`config.mk`:
```
export PLATFORM = sky130hd
export DESIGN_NAME = erp_top
export DESIGN_NICKNAME = d
export VERILOG_FILES = /design/src/erp_top.v /design/src/erp_delay.v /design/src/erp_timer.v
export VERILOG_INCLUDE_DIRS = /design/src /design/src/include
export SDC_FILE = /design/constraint.sdc
export NUM_CORES = 1
export LEC_CHECK = 0
export ABC_AREA = 1
export ABC_CLOCK_PERIOD_IN_PS = 3700
export BUFFER_PORTS_ARGS = -buffer_cell sky130_fd_sc_hd__buf_4
export CAP_MARGIN = 40
export CELL_PAD_IN_SITES_DETAIL_PLACEMENT = 1
export CELL_PAD_IN_SITES_GLOBAL_PLACEMENT = 1
export CORE_MARGIN = 8
export CORE_UTILIZATION = 25
export DETAILED_ROUTE_END_ITERATION = 6
export PLACE_DENSITY_LB_ADDON = 0.12
export SLEW_MARGIN = 40
export SYNTH_ARGS = -nofsm -noshare
export SYNTH_HDL_FRONTEND = slang
export SYNTH_SLANG_ARGS = --single-unit
```
`constraint.sdc`:
```
create_clock -name sys_clk -period 3.7 [get_ports sys_clk]
set_input_delay 0.185 -clock sys_clk [delete_from_list [all_inputs] [get_ports sys_clk]]
set_output_delay 0.185 -clock sys_clk [all_outputs]
set_load 0.005 [all_outputs]
```
`src/include/erp_map.vh`:
```
/*
  Constants for the error report pin block: register offsets, field
  positions, reset values, pin symbols and timing counts.
  Assumes a 250 MHz sys_clk and a slow clock of four sys_clk cycles.
*/
`ifndef ERP_MAP_VH
`define ERP_MAP_VH

// Register byte offsets
`define ERP_OFS_MR2        8'h00
`define ERP_OFS_MR5        8'h04
`define ERP_OFS_MODE_REGISTER_FIFTEEN       8'h08
`define ERP_OFS_FEAT       8'h0C
`define ERP_OFS_STATUS     8'h10
`define ERP_OFS_MASK       8'h14
`define ERP_OFS_STATE      8'h18

// Mode register fields (12-bit operand words)
`define ERP_MR2_WLAT_HI    11
`define ERP_MR2_WLAT_LO    7
`define ERP_MR5_SEVPIN     9
`define ERP_MR5_LANE_ON    10
`define ERP_MODE_REGISTER_FIFTEEN_PAR_EN    0
`define ERP_MODE_REGISTER_FIFTEEN_PLAT_HI   11
`define ERP_MODE_REGISTER_FIFTEEN_PLAT_LO   8

// Feature register bits
`define ERP_FEAT_WCHK      0
`define ERP_FEAT_RCHK      1
`define ERP_FEAT_POISON    2
`define ERP_FEAT_SEV       3
`define ERP_FEAT_CSPFB     4
`define ERP_FEAT_TWOLVL    5

// Status and mask bits
`define ERP_ST_PAR         0
`define ERP_ST_WCHK        1
`define ERP_ST_SEV         2
`define ERP_ST_FLOAT       3

// Reset values
`define ERP_MR2_RST        12'h000
`define ERP_MR5_RST        12'h400
`define ERP_MODE_REGISTER_FIFTEEN_RST       12'h000
`define ERP_FEAT_RST       6'h20

// Pin symbols, two-bit binary form of the three levels
`define ERP_SYM_NOERR      2'h3
`define ERP_SYM_WCHK       2'h1
`define ERP_SYM_PAR        2'h0

// Timing
`define ERP_CK4_DIV        4
`define ERP_SYS_NS         4
`define ERP_SLOW_NS        (`ERP_SYS_NS * `ERP_CK4_DIV)
`define ERP_INTPATH_NS     12
`define ERP_VARLAT_CYC     ((`ERP_INTPATH_NS + `ERP_SLOW_NS - 1) / `ERP_SLOW_NS)
`define ERP_SEVDLY_CYC     8
`define ERP_MODSET_NS      30
`define ERP_MODSET_CYC     ((`ERP_MODSET_NS + `ERP_SYS_NS - 1) / `ERP_SYS_NS)
`define ERP_PDDIS_NS       20
`define ERP_PDDIS_CYC      ((`ERP_PDDIS_NS + `ERP_SYS_NS - 1) / `ERP_SYS_NS)

`endif

```
`src/erp_top.v`:
```
/*
  Error report pin logic of one memory channel: parity and write checksum
  reports delayed by programmed latencies, severity by a fixed delay, all driven as a
  three-level symbol, one slow-clock cycle each; pin float control.
  Assumes check results arrive in slow_tick cycles, inputs synchronous.
*/
// The implementer's own choices: the plain strobed port and the register offsets.
`timescale 1ns/100ps
`include "erp_map.vh"
module erp_top (
  input wire sys_clk,
  input wire rst_b,
  input wire [7:0] reg_addr,
  input wire [31:0] reg_wdata,
  input wire reg_wr,
  input wire reg_rd,
  output reg [31:0] reg_rdata_r,
  input wire par_bad,
  input wire wchk_valid,
  input wire wchk_bad,
  input wire rd_cmd,
  input wire rd_severe,
  input wire sleep,
  output reg slow_tick_r,
  output reg [1:0] err_sym_r,
  output reg err_oe_r,
  output reg extra_lane_oe_r,
  output reg irq_r
);

  localparam [31:0] MODSET_LOAD = `ERP_MODSET_CYC;
  localparam [31:0] PDDIS_LOAD = `ERP_PDDIS_CYC;
  localparam [31:0] VARLAT = `ERP_VARLAT_CYC;
  localparam [31:0] SEVDLY = `ERP_SEVDLY_CYC;

  // Pin drive states, one-hot
  localparam [2:0] ST_FLOAT = 3'h1;
  localparam [2:0] ST_DRIVE = 3'h2;
  localparam [2:0] ST_DRAIN = 3'h4;

  reg [11:0] mr2_r;
  reg [11:0] mr5_r;
  reg [11:0] mode_register_fifteen_r;
  reg [5:0] feat_r;
  reg [3:0] status_r;
  reg [3:0] status_nxt;
  reg [3:0] mask_r;
  reg [1:0] div_r;
  reg [2:0] pin_st_r;
  reg [2:0] pin_st_nxt;
  reg sleep_d_r;
  reg sleep_float_r;
  reg feat_act_d_r;
  wire [1:0] sym_nxt;
  reg [31:0] rdata_nxt;

  wire par_en;
  wire wchk_en;
  wire sev_mode;
  wire feat_act;
  wire [3:0] plat_field;
  wire [3:0] plat;
  wire [4:0] wlat;
  wire par_due;
  wire wchk_due;
  wire sev_due;
  wire mod_busy;
  wire mod_done;
  wire pd_done;
  wire wr_status;

  // Slow-clock enable: one sys_clk pulse every four cycles
  always @(posedge sys_clk or negedge rst_b)
  begin
    if (!rst_b)
    begin
      div_r <= 2'h0;
      slow_tick_r <= 1'b0;
    end
    else
    begin
      div_r <= div_r + 2'h1;
      slow_tick_r <= (div_r == 2'h3);
    end
  end

  // Feature decode from mode and feature registers
  assign par_en = mode_register_fifteen_r[`ERP_MODE_REGISTER_FIFTEEN_PAR_EN];
  assign wchk_en = feat_r[`ERP_FEAT_WCHK];
  assign sev_mode = mr5_r[`ERP_MR5_SEVPIN]
    & feat_r[`ERP_FEAT_TWOLVL] & ~feat_r[`ERP_FEAT_WCHK]
    & ~feat_r[`ERP_FEAT_RCHK] & ~feat_r[`ERP_FEAT_POISON]
    & feat_r[`ERP_FEAT_SEV];
  assign feat_act = par_en | wchk_en | sev_mode
    | feat_r[`ERP_FEAT_CSPFB];

  // Latencies in slow cycles
  assign plat_field = mode_register_fifteen_r[`ERP_MODE_REGISTER_FIFTEEN_PLAT_HI:`ERP_MODE_REGISTER_FIFTEEN_PLAT_LO];
  assign plat = (plat_field == 4'h0) ? VARLAT[3:0]
    : plat_field;
  assign wlat = mr2_r[`ERP_MR2_WLAT_HI:`ERP_MR2_WLAT_LO];

  // Parity outcome enters every slow cycle while checking is on
  erp_delay #(
    .DEPTH(16),
    .LW(4)
  ) u_par_dly (
    .sys_clk(sys_clk),
    .rst_b(rst_b),
    .shift_en(slow_tick_r),
    .din(par_en & par_bad),
    .lat(plat),
    .dout(par_due)
  );

  // Write burst outcome; a zero field is treated as one cycle
  erp_delay #(
    .DEPTH(32),
    .LW(5)
  ) u_wchk_dly (
    .sys_clk(sys_clk),
    .rst_b(rst_b),
    .shift_en(slow_tick_r),
    .din(wchk_en & wchk_valid & wchk_bad),
    .lat((wlat == 5'h00) ? 5'h01 : wlat),
    .dout(wchk_due)
  );

  // Read severity with fixed report delay
  erp_delay #(
    .DEPTH(16),
    .LW(4)
  ) u_sev_dly (
    .sys_clk(sys_clk),
    .rst_b(rst_b),
    .shift_en(slow_tick_r),
    .din(sev_mode & rd_cmd & rd_severe),
    .lat(SEVDLY[3:0]),
    .dout(sev_due)
  );

  // Mode-set delay after the last pin user goes away
  erp_timer u_mod_tmr (
    .sys_clk(sys_clk),
    .rst_b(rst_b),
    .start(feat_act_d_r & ~feat_act),
    .cancel(feat_act),
    .load(MODSET_LOAD[7:0]),
    .busy(mod_busy),
    .done(mod_done)
  );

  // Power-down disable delay after sleep entry
  erp_timer u_pd_tmr (
    .sys_clk(sys_clk),
    .rst_b(rst_b),
    .start(sleep & ~sleep_d_r),
    .cancel(~sleep),
    .load(PDDIS_LOAD[7:0]),
    .busy(),
    .done(pd_done)
  );

  // Sleep float flag, held until sleep ends
  always @(posedge sys_clk or negedge rst_b)
  begin
    if (!rst_b)
    begin
      sleep_d_r <= 1'b0;
      feat_act_d_r <= 1'b0;
      sleep_float_r <= 1'b0;
    end
    else
    begin
      sleep_d_r <= sleep;
      feat_act_d_r <= feat_act;
      if (!sleep)
        sleep_float_r <= 1'b0;
      else if (pd_done)
        sleep_float_r <= 1'b1;
    end
  end

  // Pin drive state machine
  always @*
  begin
    pin_st_nxt = pin_st_r;
    case (pin_st_r)
      ST_FLOAT:
        if (feat_act && !sleep_float_r)
          pin_st_nxt = ST_DRIVE;
      ST_DRIVE:
        if (sleep_float_r)
          pin_st_nxt = ST_FLOAT;
        else if (!feat_act)
          pin_st_nxt = ST_DRAIN;
      ST_DRAIN:
        if (sleep_float_r)
          pin_st_nxt = ST_FLOAT;
        else if (feat_act)
          pin_st_nxt = ST_DRIVE;
        else if (mod_done || !mod_busy)
          pin_st_nxt = ST_FLOAT;
      default:
        pin_st_nxt = ST_FLOAT;
    endcase
  end

  // Symbol select: parity outranks write check and severity
  assign sym_nxt = par_due ? `ERP_SYM_PAR
    : (wchk_due || sev_due) ? `ERP_SYM_WCHK
    : `ERP_SYM_NOERR;

  // Pin outputs; symbol changes only on slow ticks so it spans one
  // slow cycle, and it keeps following the delay lines while the pin floats
  always @(posedge sys_clk or negedge rst_b)
  begin
    if (!rst_b)
    begin
      pin_st_r <= ST_FLOAT;
      err_sym_r <= `ERP_SYM_NOERR;
      err_oe_r <= 1'b0;
      extra_lane_oe_r <= 1'b1;
    end
    else
    begin
      pin_st_r <= pin_st_nxt;
      err_oe_r <= (pin_st_nxt != ST_FLOAT);
      extra_lane_oe_r <= mr5_r[`ERP_MR5_LANE_ON];
      if (slow_tick_r)
        err_sym_r <= sym_nxt;
    end
  end

  // Register writes
  always @(posedge sys_clk or negedge rst_b)
  begin
    if (!rst_b)
    begin
      mr2_r <= `ERP_MR2_RST;
      mr5_r <= `ERP_MR5_RST;
      mode_register_fifteen_r <= `ERP_MODE_REGISTER_FIFTEEN_RST;
      feat_r <= `ERP_FEAT_RST;
      mask_r <= 4'h0;
    end
    else if (reg_wr)
    begin
      case (reg_addr)
        `ERP_OFS_MR2: mr2_r <= reg_wdata[11:0];
        `ERP_OFS_MR5: mr5_r <= reg_wdata[11:0];
        `ERP_OFS_MODE_REGISTER_FIFTEEN: mode_register_fifteen_r <= reg_wdata[11:0];
        `ERP_OFS_FEAT: feat_r <= reg_wdata[5:0];
        `ERP_OFS_MASK: mask_r <= reg_wdata[3:0];
        default: ;
      endcase
    end
  end

  // Sticky status: write one clears, a new event in the same cycle wins
  assign wr_status = reg_wr && (reg_addr == `ERP_OFS_STATUS);

  always @*
  begin
    status_nxt = status_r;
    if (wr_status)
      status_nxt = status_r & ~reg_wdata[3:0];
    if (slow_tick_r && par_due)
      status_nxt[`ERP_ST_PAR] = 1'b1;
    if (slow_tick_r && wchk_due)
      status_nxt[`ERP_ST_WCHK] = 1'b1;
    if (slow_tick_r && sev_due)
      status_nxt[`ERP_ST_SEV] = 1'b1;
    if (err_oe_r && pin_st_nxt == ST_FLOAT)
      status_nxt[`ERP_ST_FLOAT] = 1'b1;
  end

  always @(posedge sys_clk or negedge rst_b)
  begin
    if (!rst_b)
    begin
      status_r <= 4'h0;
      irq_r <= 1'b0;
    end
    else
    begin
      status_r <= status_nxt;
      irq_r <= |(status_nxt & mask_r);
    end
  end

  // Read mux; unmapped addresses read zero. State bit 8 tells the host
  // that severity on the error pin is supported, to be read before use
  always @*
  begin
    case (reg_addr)
      `ERP_OFS_MR2: rdata_nxt = {20'h00000, mr2_r};
      `ERP_OFS_MR5: rdata_nxt = {20'h00000, mr5_r};
      `ERP_OFS_MODE_REGISTER_FIFTEEN: rdata_nxt = {20'h00000, mode_register_fifteen_r};
      `ERP_OFS_FEAT: rdata_nxt = {26'h0000000, feat_r};
      `ERP_OFS_STATUS: rdata_nxt = {28'h0000000, status_r};
      `ERP_OFS_MASK: rdata_nxt = {28'h0000000, mask_r};
      `ERP_OFS_STATE: rdata_nxt = {23'h000000, 1'h1, sleep_float_r, sev_mode,
        feat_act, pin_st_r, err_sym_r};
      default: rdata_nxt = 32'h00000000;
    endcase
  end

  // Read data stands only in the cycle after the strobe
  always @(posedge sys_clk or negedge rst_b)
  begin
    if (!rst_b)
      reg_rdata_r <= 32'h00000000;
    else
      reg_rdata_r <= reg_rd ? rdata_nxt : 32'h00000000;
  end

endmodule

```
`src/erp_delay.v`:
```
/*
  Programmable delay line: a shift register that advances on each
  slow-clock enable and taps out the stage picked by lat (1..DEPTH).
  Assumes the caller never presents lat of zero.
*/
`timescale 1ns/100ps
module erp_delay #(
  parameter DEPTH = 32,
  parameter LW = 5
) (
  input wire sys_clk,
  input wire rst_b,
  input wire shift_en,
  input wire din,
  input wire [LW-1:0] lat,
  output wire dout
);

  reg [DEPTH-1:0] stage_r;
  wire [LW-1:0] tap;

  // Tap index is one less than the latency
  assign tap = lat - {{(LW-1){1'b0}}, 1'b1};
  assign dout = stage_r[tap];

  // One flop per stage, all advancing together
  genvar i;
  generate
    for (i = 0; i < DEPTH; i = i + 1)
    begin : g_stage
      always @(posedge sys_clk or negedge rst_b)
      begin
        if (!rst_b)
          stage_r[i] <= 1'b0;
        else if (shift_en)
          stage_r[i] <= (i == 0) ? din : stage_r[(i == 0) ? 0 : i - 1];
      end
    end
  endgenerate

endmodule

```
`src/erp_timer.v`:
```
/*
  One-shot down counter in sys_clk cycles; busy while running, done
  pulses for one cycle on expiry. A start while busy reloads it.
  Assumes load is at least one.
*/
`timescale 1ns/100ps
module erp_timer (
  input wire sys_clk,
  input wire rst_b,
  input wire start,
  input wire cancel,
  input wire [7:0] load,
  output wire busy,
  output reg done
);

  reg [7:0] count_r;

  assign busy = (count_r != 8'h00);

  // Count down; cancel wins so a re-enabled feature keeps the pin
  always @(posedge sys_clk or negedge rst_b)
  begin
    if (!rst_b)
    begin
      count_r <= 8'h00;
      done <= 1'b0;
    end
    else
    begin
      done <= 1'b0;
      if (cancel)
        count_r <= 8'h00;
      else if (start)
        count_r <= load;
      else if (busy)
      begin
        count_r <= count_r - 8'h01;
        if (count_r == 8'h01)
          done <= 1'b1;
      end
    end
  end

endmodule

```
==> flow_metrics.tcl, run 1 <==
set metrics [dict create \
    synth_cells 830 \
    antenna_found_initial 0 \
    dpl-instance-area_um2 7731 \
    critical_path.slowest_cell "dfrtp_1" \
    drv_slew 0 \
    path_buf_inv 2 \
    relSlewSlack_pct 51.71 \
    end_kind "flop" \
    ioPinCount 88 \
    synth_area_leaders "dfrtp_1 (51%), nand2_1 (11%), o21ai_0 (7.2%)" \
    fillCellCount 3288 \
    finalCritPeriodShare_pct 73.04 \
    worst_pin_slew_ns 0.7217 \
    clock_latency_ns 0.43 \
    synth_edf_count 0 \
    ant_nets 0 \
    cts_buffer_depth 2 \
    worstPathRequired_ns 4.02 \
    std_cell_rows 61 \
    hold_path.startpoint "rd_severe" \
    netlist_area_um2 7064 \
    hp-class "input port to flop" \
    rrSetupSlack_ns 1.0 \
    place_ws_ns 0.9350 \
    syn2layout_area_growth_pct 18.24 \
    nNetsFinal 937 \
    coreArea_um2 27780 \
    die_w_um 184.1 \
    hpwlAfterDp_um 13690 \
    vias_per_cell 4.360 \
    cts-resized-gates 0 \
    p_leak_nw 3.902 \
    ys_async_sr_fraction_pct 100.0 \
    drtIter0Drc 303 \
    status "completed" \
    clk_transition_reported_paths_ns 0.07 \
    rsz0062_at_grt "no" \
    cts_num_sinks 150 \
    grt_pass1_wl_um 32490 \
    drive_above_1_share_pct 13.23 \
    hold_end "u_sev_dly.stage_r[0]" \
    final_cell_area_um2 8353 \
    die_area_um2 33890 \
    crit_type "flop to flop" \
    cpMostUsedCell "nand3_1" \
    synth_ff_type "dfrtp_1" \
    syn_avg_cell_area_um2 8.511 \
    synth_commonest_cells "nand2_1 (209), dfrtp_1 (144), inv_1 (107)" \
    firstDrtPassIters 4 \
    max_stage_delay_ns 0.48 \
    hold_ws_ns 0.07123 \
    overflow 0 \
    routedWlPerCell_um 15.31 \
    ys_ff_latch 150 \
    regToRegEndpoint "irq_r" \
    fin_setup_tns_ns 0 \
    wirelength_um 19440 \
    synth_most_common_cell "nand2_1" \
    finClkSkew_ns 0.01172 \
    hold_viol_final 0 \
    crit_fanout 17 \
    finalSetupViolations 0 \
    rr_startpoint "mr2_r[9]" \
    fmax_ghz 0.3700 \
    yosys_warnings 0 \
    gp_congestion 0.7245 \
    grt_pass1_vias 5899 \
    r2r_cells 14 \
    synth_top_area_share_pct 51.01 \
    grt_usage_pct 12.16 \
    cts_root_buffer "clkbuf_16" \
    grt_max_degree 96 \
    cts_max_level 4 \
    start_util_pct 25.43 \
    yosys.cell_types.count 46 \
    seq_area_frac_synth_pct 53.24 \
    hold_depth 3 \
    start_kind "flop" \
    cap_violations 0 \
    cts_tree "built" \
    critical_path_arrival_ns 3.02 \
    placement.io_buffers 47 \
    power_density_nw_per_um2 496.7 \
    path_cells "nor2_4 > nand3_4 > nand2_4 > inv_1 > ha_1 > inv_1 > nand3_1 > nand3_1 > nand3_1 > nand3_2 > nand3_2 > nand2_2 > nand2_1 > nand2_1" \
    yosysTopAreaCell "dfrtp_1" \
    route.detailed.drc 0 \
    die_y_um 184.1 \
    antennaDiodeCount 0 \
    timing.final.ws_setup_ns 0.9976 \
    cts_buffers 17 \
    layout_min_cycle_time_ns 2.702 \
    vdd_drop_max_v 0.0002830 \
    vias 5537 \
    critPathTopFamily "simple AND/OR/NAND/NOR gates" \
]
==> where the power goes <==
group	total [W]	internal, W	switching [W]
Sequential	0.00183	0.00175	0.0000838
Combinational	0.000640	0.000238	0.000402
Clock	0.00168	0.000884	0.000793
Total	0.00415	0.00287	0.00128
==> layout make-up <==
cell class	count	area (µm²)	share of cell area, %
inverters	111	416.7	4.988
clock buffers	17	425.4	5.093
clock inverters	15	128.9	1.543
multi-input cells	542	2683	32.12
flip-flops and latches	150	3762	45.04
repair buffers	57	464.2	5.557
well taps	378	473.0	5.662
==> how the worst max path moves through the flow <==
| stage | start | to | slack, ns | cells past startpoint |
|---|---|---|---|---|
| final | mr2_r[9] | irq_r | 1.0 | 14 |
| after global routing | mr2_r[8] | err_sym_r[1] | 0.72 | 13 |
| after CTS | mr2_r[9] | irq_r | 0.92 | 14 |
| after global placement | mr2_r[9] | irq_r | 0.92 | 14 |
| after floorplan | mr2_r[8] | irq_r | 1.67 | 15 |
| after detailed placement | mr2_r[9] | irq_r | 0.94 | 14 |
==> stage by stage <==
stage / util (%) / total power [W] / cells
after floorplan: - / 0.002307 / 849
after detailed placement: 27.83 / 0.002512 / 1232
after CTS: 30.00 / 0.004228 / 1269
final: 30.07 / 0.004149 / 1270
after global placement: 27.83 / 0.002508 / 1232
after global routing: 30.07 / 0.004389 / 1270
==> metal layers <==
metal | part of all wire (%) | vias to the layer above | global-route usage, %
met5 | 0 | - | 0
met4 | 1.4 | 0 | 3.711
met3 | 3.1 | 20 | 2.756
met2 | 46 | 61 | 19.06
met1 | 50 | 2708 | 16.46
li1 | - | 2748 | -
==> sequential cells by signal (all words and copies together) (netlist names), 3 cells and up <==
name	cells
u_pd_tmr.count_r	8
u_par_dly.stage_r	16
mode_register_fifteen_r	12
status_r	4
u_mod_tmr.count_r	8
mr5_r	12
feat_r	6
u_sev_dly.stage_r	8
mask_r	4
reg_rdata_r	12
pin_st_r	3
u_wchk_dly.stage_r	32
mr2_r	12
==> cell usage in the layout (no fill, tap or decap), types with 5 or more instances in the layout <==
cell type and n:
dfrtp_1 143, nand2_2 5, nor3_1 6, nand3_1 62
o211ai_1 6, inv_2 5, inv_6 10, ha_1 8
buf_4 48, o21ai_0 102, clkbuf_16 17, a21oi_1 16
nor2_1 34, a221oi_1 6, dfstp_2 6, o21ai_1 9
nand2_1 208, inv_1 106, dlygate4sd3_1 5, a31oi_1 6
conb_1 20
==> worst reg2reg max path: stages, from the launching register on <==
cell and delay [ns]:
dfrtp_1 0.48, nor2_4 0.17, nand3_4 0.21, nand2_4 0.25, inv_1 0.08, ha_1 0.48
inv_1 0.22, nand3_1 0.13, nand3_1 0.08, nand3_1 0.12, nand3_2 0.09, nand3_2 0.11
nand2_2 0.07, nand2_1 0.06, nand2_1 0.05
==> cells by family after synthesis <==
family | Yosys count | synth area share, %
AND/OR/NAND/NOR | 340 | 21.20
AO/OA/AOI/OAI | 166 | 13.27
buffers and inverters | 157 | 9.830
flip-flops | 150 | 53.24
XOR/XNOR | 8 | 0.9918
adder cells (fa/ha/maj) | 8 | 1.417
other | 1 | 0.05308
==> timing repair <==
item / 4_1_cts / 5_1_grt
setup endpoints to repair: 0 / 0
buffers inserted: 0 / 0
hold buffers: 5 / 0
endpoints found under the hold margin: 69 / 0
No activity file was read; power rests on OpenSTA's default activity.
==> run 2: changes to the inputs <==
--- a/config.mk
+++ b/config.mk
@@ -6,8 +6,8 @@
 export SDC_FILE = /design/constraint.sdc
 export NUM_CORES = 1
 export LEC_CHECK = 0
-export ABC_AREA = 1
-export ABC_CLOCK_PERIOD_IN_PS = 3700
+export ABC_AREA = 0
+export ABC_CLOCK_PERIOD_IN_PS = 2500
 export BUFFER_PORTS_ARGS = -buffer_cell sky130_fd_sc_hd__buf_4
 export CAP_MARGIN = 40
 export CELL_PAD_IN_SITES_DETAIL_PLACEMENT = 1
==> constraint.sdc (replaced) <==
create_clock -name sys_clk -period 2.5 [get_ports sys_clk]
set_input_delay 0.125 -clock sys_clk [delete_from_list [all_inputs] [get_ports sys_clk]]
set_output_delay 0.125 -clock sys_clk [all_outputs]
set_load 0.005 [all_outputs]
==> run 2 against run 1 <==
Combinational power rose by 66%. Non-clock buffer count rose by 43. Final cell count fell by 15%. Synthesized cell count fell by 29%. Maximum frequency rose by 16%. Sequential share of layout area fell by 3.2 points. Hold slack got worse by 0.048 ns. Utilization rose by 1.6 points. First-iteration DRC count fell by 38%. Clock power rose by 68%. Sequential power rose by 49%. Critical path type unchanged. Largest cell class unchanged.
==> flow_metrics.tcl, run 2 <==
set metrics [dict create \
    yosys.cell_types.count 61 \
    synth_commonest_cells "dfrtp_1 (144), mux2_2 (102), nor2_1 (40)" \
    grt_usage_pct 11.40 \
    ys_ff_latch 150 \
    top_regs "u_wchk_dly.stage_r (32), u_par_dly.stage_r (16)" \
    status "completed" \
    worst_pin_slew_ns 0.6614 \
    fin_setup_tns_ns 0 \
    ioPinCount 88 \
    dpl-instance-area_um2 8094 \
    grt_pass1_wl_um 30300 \
    crit_type "flop to flop" \
    cts_buffer_depth 2 \
    multi_input_area_um2 3204 \
    gp_congestion 0.7472 \
    yosys_warnings 0 \
    synth_top_family_by_area "multiplexers" \
    cts_root_buffer "clkbuf_16" \
    ant_nets 0 \
    synth_top_area_share_pct 50.58 \
    grt_pass1_vias 5335 \
    hpwlAfterDp_um 13620 \
    startpoint "mr2_r[10]" \
    power_density_nw_per_um2 734.4 \
    coreArea_um2 28390 \
    synth_most_common_cell "dfrtp_1" \
    grt_use_met1_pct 14.46 \
    antennaDiodeCount 0 \
    finClkSkew_ns 0.009678 \
    clk_transition_reported_paths_ns 0.06 \
    fmax_ghz 0.4282 \
    synth_edf_count 0 \
    ys_async_sr_fraction_pct 100.0 \
    p_leak_nw 4.101 \
    layout_min_cycle_time_ns 2.335 \
    hold_viol_final 0 \
    start_kind "flop" \
    placement.io_buffers 47 \
    cap_violations 0 \
    final-seq-area_um2 3762 \
    start_util_pct 25.09 \
    netlist_area_um2 7124 \
    clock_latency_ns 0.42 \
    cts_buffers 17 \
    seq_area_frac_synth_pct 52.79 \
    fin_util_pct 31.67 \
    overflow 0 \
    syn_avg_cell_area_um2 12.12 \
    r2r_cells 10 \
    largest_reg_flops 32 \
    synth_area_leaders "dfrtp_1 (51%), mux2_2 (16%), dfstp_2 (2.2%)" \
    drv_slew 0 \
    met2_usage_pct 19.15 \
    die_y_um 184.8 \
    grt_max_degree 66 \
    hp-class "input port to flop" \
    drtIter0Drc 189 \
    place_ws_ns -0.04389 \
    mostFrequentLayoutCell "dfrtp_1" \
    die_w_um 184.8 \
    cts_max_level 4 \
    yosys.area_share.simple_pct 11.01 \
    final_cell_area_um2 8992 \
    synth_compound_area_share_pct 8.254 \
    dp_cells 1029 \
    vias 4873 \
    cts_num_sinks 150 \
    routedWlPerCell_um 17.44 \
    post_cts_buffers 0 \
    std_cell_rows 62 \
    synth_xor_area_share_pct 1.352 \
    final_cell_mix "dfrtp_1 (143), mux2_2 (102), buf_4 (80), nor2_1 (39), nand2_1 (25)" \
    synth_ff_type "dfrtp_1" \
    hold_end "mr5_r[1]" \
    regToRegEndpoint "irq_r" \
    rr_startpoint "mr2_r[10]" \
    syn2layout_area_growth_pct 26.22 \
    synth_cells 588 \
    yosysTopAreaCell "dfrtp_1" \
    vias_per_cell 4.529 \
    finalCritPeriodShare_pct 93.40 \
    regMostFlops "u_wchk_dly.stage_r" \
    cts_tree "built" \
    hold_path.startpoint "reg_wdata[1]" \
    timing.final.ws_setup_ns 0.1649 \
    synthMuxAreaShare_pct 20.44 \
    wirelength_um 18770 \
    synthAdderAreaFrac_pct 1.405 \
    relSlewSlack_pct 55.91 \
    crit_fanout 3 \
    firstDrtPassIters 4 \
    vdd_drop_max_v 0.0004718 \
    drive_above_1_share_pct 36.99 \
    critical_path_arrival_ns 2.66 \
    fillCellCount 3107 \
    die_area_um2 34150 \
    top_usage_layer "met2" \
    end_kind "flop" \
    gr-usage-met3_pct 2.550 \
    antenna_found_initial 0 \
    worstPathRequired_ns 2.83 \
    rrSetupSlack_ns 0.16 \
    nNetsFinal 737 \
    finalSetupViolations 0 \
    route.detailed.drc 0 \
    hold_depth 2 \
    fin_cells 1076 \
]
==> run 2: changes by cell type after synthesis, sizes merged, moves of 10 or more <==
| cell | delta |
|---|---|
| inv | -92 |
| mux2 | +102 |
| mux4 | +10 |
| nand2 | -190 |
| nand3 | -52 |
| o21ai | -95 |
==> run 2: cells by family (layout without fill, tap and decap cells) <==
logic type | count (synthesis) | after routing
AOI/OAI and AO/OA | 89 | 89
xor gates and xnor gates | 11 | 11
adders and majority gates | 8 | 8
buffers and inverters | 66 | 151
DFF | 150 | 150
muxes | 118 | 118
other | 1 | 20
and+or+nand+nor | 145 | 145
==> run 2: routing by layer <==
| metal | part of all wire [%] | wire length (µm) | vias to the layer above |
|---|---|---|---|
| met3 | 3.5 | 653 | 14 |
| met1 | 46 | 8569 | 2516 |
| met5 | 0 | 0 | - |
| met4 | 1.1 | 199 | 0 |
| li1 | - | - | 2269 |
| met2 | 50 | 9348 | 74 |
==> run 2: how the worst max path moves through the flow <==
stage / slack [ns] / end / cells after the start
after floorplan: 0.005 / err_sym_r[1] / 10
after global placement: -0.06 / err_sym_r[1] / 12
after detailed placement: -0.04 / irq_r / 8
after CTS: 0.0002 / err_sym_r[1] / 12
after global routing: -0.03 / err_sym_r[1] / 12
final: 0.16 / irq_r / 10
==> run 2: through the flow <==
stage          hold slack [ns]  power, W
5_1_grt                0.01048  0.006943
3_3_place_gp            0.1687  0.003748
4_1_cts               0.004628  0.006708
3_5_place_dp            0.1719  0.003795
2_1_floorplan          -0.1706  0.003378
6_report               0.02362  0.006604
==> run 2: report_power, final <==
group          internal [W]  switching (W)
Combinational      0.000491       0.000565
Sequential          0.00259       0.000140
Clock               0.00177        0.00104
Total               0.00486        0.00175
==> run 2: repair_timing <==
action / in CTS / in global routing
endpoints found under the hold margin: 97 / 0
hold buffers: 15 / 0
resized for setup: 6 / 16
endpoints found under the setup margin: 4 / 5
pin swaps: 5 / 12
==> run 2: cell type report <==
cell class              instances  share of cell area, %
clock buffers                  20                  4.856
well taps                     384                  5.343
clock inverters                12                  2.268
inverters                      19                 0.7931
repair buffers                100                  9.267
multi-input cells             391                  35.63
flip-flops and latches        150                  41.84
==> run 2: worst max-delay path: stages (launching register included) <==
cell,delay (ns)
dfrtp_1,0.41
nor4_4,0.33
nor2_4,0.10
ha_4,0.17
nor3b_1,0.13
a31oi_1,0.17
a2bb2oi_2,0.21
nor3_2,0.07
a211oi_2,0.20
nand4b_1,0.21
o211ai_1,0.25
==> run 3: changes to the inputs <==
--- a/config.mk
+++ b/config.mk
@@ -14,6 +14,7 @@
 export CELL_PAD_IN_SITES_GLOBAL_PLACEMENT = 1
 export CORE_MARGIN = 8
 export CORE_UTILIZATION = 25
+export CTS_BUF_LIST = sky130_fd_sc_hd__clkbuf_2 sky130_fd_sc_hd__clkbuf_4 sky130_fd_sc_hd__clkbuf_8
 export DETAILED_ROUTE_END_ITERATION = 6
 export PLACE_DENSITY_LB_ADDON = 0.12
 export SLEW_MARGIN = 40
==> run 3 against run 2 <==
Sequential power about the same. Non-clock buffer count up 7. Maximum frequency is 0.87% lower. Wire length up 0.45%. Final cell count up 0.65%. Setup slack got worse by 0.021 ns.
==> flow_metrics.tcl, run 3 (synthesis gave the netlist of run 2 again) <==
set metrics [dict create \
    worstPathRequired_ns 2.89 \
    start_util_pct 25.09 \
    wirelength_um 18850 \
    cts_num_sinks 150 \
    switchingPower_w 0.001666 \
    place_ws_ns -0.04389 \
    antennaDiodeCount 0 \
    vdd_drop_max_v 0.0002998 \
    power.share.sequential_pct 45.6 \
    dp_cells 1029 \
    fin_setup_tns_ns 0 \
    power_density_nw_per_um2 673.4 \
    largest_reg_flops 32 \
    grt_max_degree 66 \
    cts_buffer_depth 2 \
    ioPinCount 88 \
    critical_path_arrival_ns 2.74 \
    hpwlAfterDp_um 13620 \
    fillCellCount 3125 \
    firstDrtPassIters 4 \
    hp-class "input port to flop" \
    coreArea_um2 28390 \
    die_w_um 184.8 \
    p_sw_share_pct 27.89 \
    layout_min_cycle_time_ns 2.356 \
    ant_nets 0 \
    cts_buffers 17 \
    fmax_ghz 0.4245 \
    vias_per_cell 4.519 \
    drv_slew 0 \
    grt_pass1_vias 5369 \
    route.detailed.drc 0 \
    regMostFlops "u_wchk_dly.stage_r" \
    hold_ws_ns 0.09276 \
    power.share.combinational_pct 17.9 \
    start_kind "flop" \
    drtIter0Drc 161 \
    nNetsFinal 744 \
    fin_cells 1083 \
    overflow 0 \
    grt_usage_pct 11.43 \
    clk_transition_reported_paths_ns 0.09 \
    status "completed" \
    crit_type "flop to flop" \
    grt_pass1_wl_um 30380 \
    fin_util_pct 31.24 \
    p_clk_share_pct 36.5 \
    relSlewSlack_pct 56.20 \
    clock_latency_ns 0.46 \
    gp_congestion 0.7472 \
    routedWlPerCell_um 17.41 \
    cts_max_level 4 \
    die_y_um 184.8 \
    hold_viol_final 0 \
    timing.final.ws_setup_ns 0.1444 \
    die_area_um2 34150 \
    vias 4894 \
    crit_fanout 7 \
    finalSetupViolations 0 \
    cts_root_buffer "clkbuf_8" \
    cap_violations 0 \
    drive_above_1_share_pct 37.63 \
    end_kind "flop" \
    std_cell_rows 62 \
    syn2layout_area_growth_pct 24.48 \
    finalCritPeriodShare_pct 94.22 \
    internal_power_w 0.004306 \
    top_regs "u_wchk_dly.stage_r (32), u_par_dly.stage_r (16)" \
    finClkSkew_ns 0.01907 \
    final_cell_mix "dfrtp_1 (143), mux2_2 (102), buf_4 (83), nor2_1 (39), nand2_1 (25)" \
    p_leak_nw 4.050 \
    cts_tree "built" \
    placement.io_buffers 47 \
    worst_pin_slew_ns 0.6570 \
    mostFrequentLayoutCell "dfrtp_1" \
    antenna_found_initial 0 \
]
-- run 3: cell count changes in the layout (fill, tap and decap cells not counted), sizes merged --
| cell | previous run | this run |
|---|---|---|
| buf | 85 | 88 |
| dlygate4sd3 | 15 | 19 |
-- run 3: through the flow --
stage                     total power [W]  cell area, µm²
after floorplan                  0.003378            7196
after global placement           0.003748            8094
after detailed placement         0.003795            8094
after CTS                        0.006076            8783
after global routing             0.006309            8869
final                            0.005972            8869
-- run 3: area by class of cell --
type	count	area, µm²	area share, %
sequential	150	3762	42.42
multi-input combinational	391	3198	36.06
timing repair buffer	107	895.9	10.10
tap	384	480.5	5.418
clock buffer	20	256.5	2.892
clock inverter	12	203.9	2.300
inverter	19	71.32	0.8042
-- run 3: worst max-delay path, stage by stage, from the launching register on --
cell      delay, ns
dfrtp_1        0.40
nor3_2         0.24
nor2_2         0.10
ha_4           0.18
xnor2_2        0.19
buf_6          0.15
nand3_2        0.07
mux2i_1        0.18
o31ai_1        0.10
a211oi_1       0.23
buf_4          0.19
nor3_2         0.05
a22o_2         0.20
-- run 3: power groups by stage --
stage,registers (W),clock network (W),logic [W]
floorplan,0.00274,0,0.000640
finish,0.00273,0.00218,0.00107
CTS,0.00273,0.00229,0.00106
detailed placement,0.00278,0,0.00102
global route,0.00275,0.00236,0.00119
global placement,0.00277,0,0.000979
-- run 3: worst paths after layout --
check | from | end | slack [ns] | depth (start not counted)
max in group asynchronous | rst_b | feat_r[5] | 1.41 | 3
min in group asynchronous | rst_b | mode_register_fifteen_r[6] | 0.24 | 2
worst min register to register | mr5_r[10] | extra_lane_oe_r | 0.38 | 0
worst max-delay path | mode_register_fifteen_r[11] | err_sym_r[1] | 0.14 | 12
worst min-delay path | reg_wr | status_r[0] | 0.09 | 4
worst max register to register | mode_register_fifteen_r[11] | err_sym_r[1] | 0.14 | 12
-- run 3: layer usage --
metal  up-vias  share of wire, %  track usage [%]
li1       2280                 -                -
met3        18               3.5            2.550
met1      2534                46            14.49
met4         0               1.2            3.425
met5         -                 0                0
met2        62                50            19.23
-- run 3: repair_timing --
action / CTS / global route
gates cloned: 0 / 0
gates resized for setup: 7 / 15
hold buffers: 19 / 0
buffers inserted: 0 / 3
pin swaps: 5 / 14
setup endpoints to repair: 4 / 5
endpoints found under the hold margin: 110 / 0
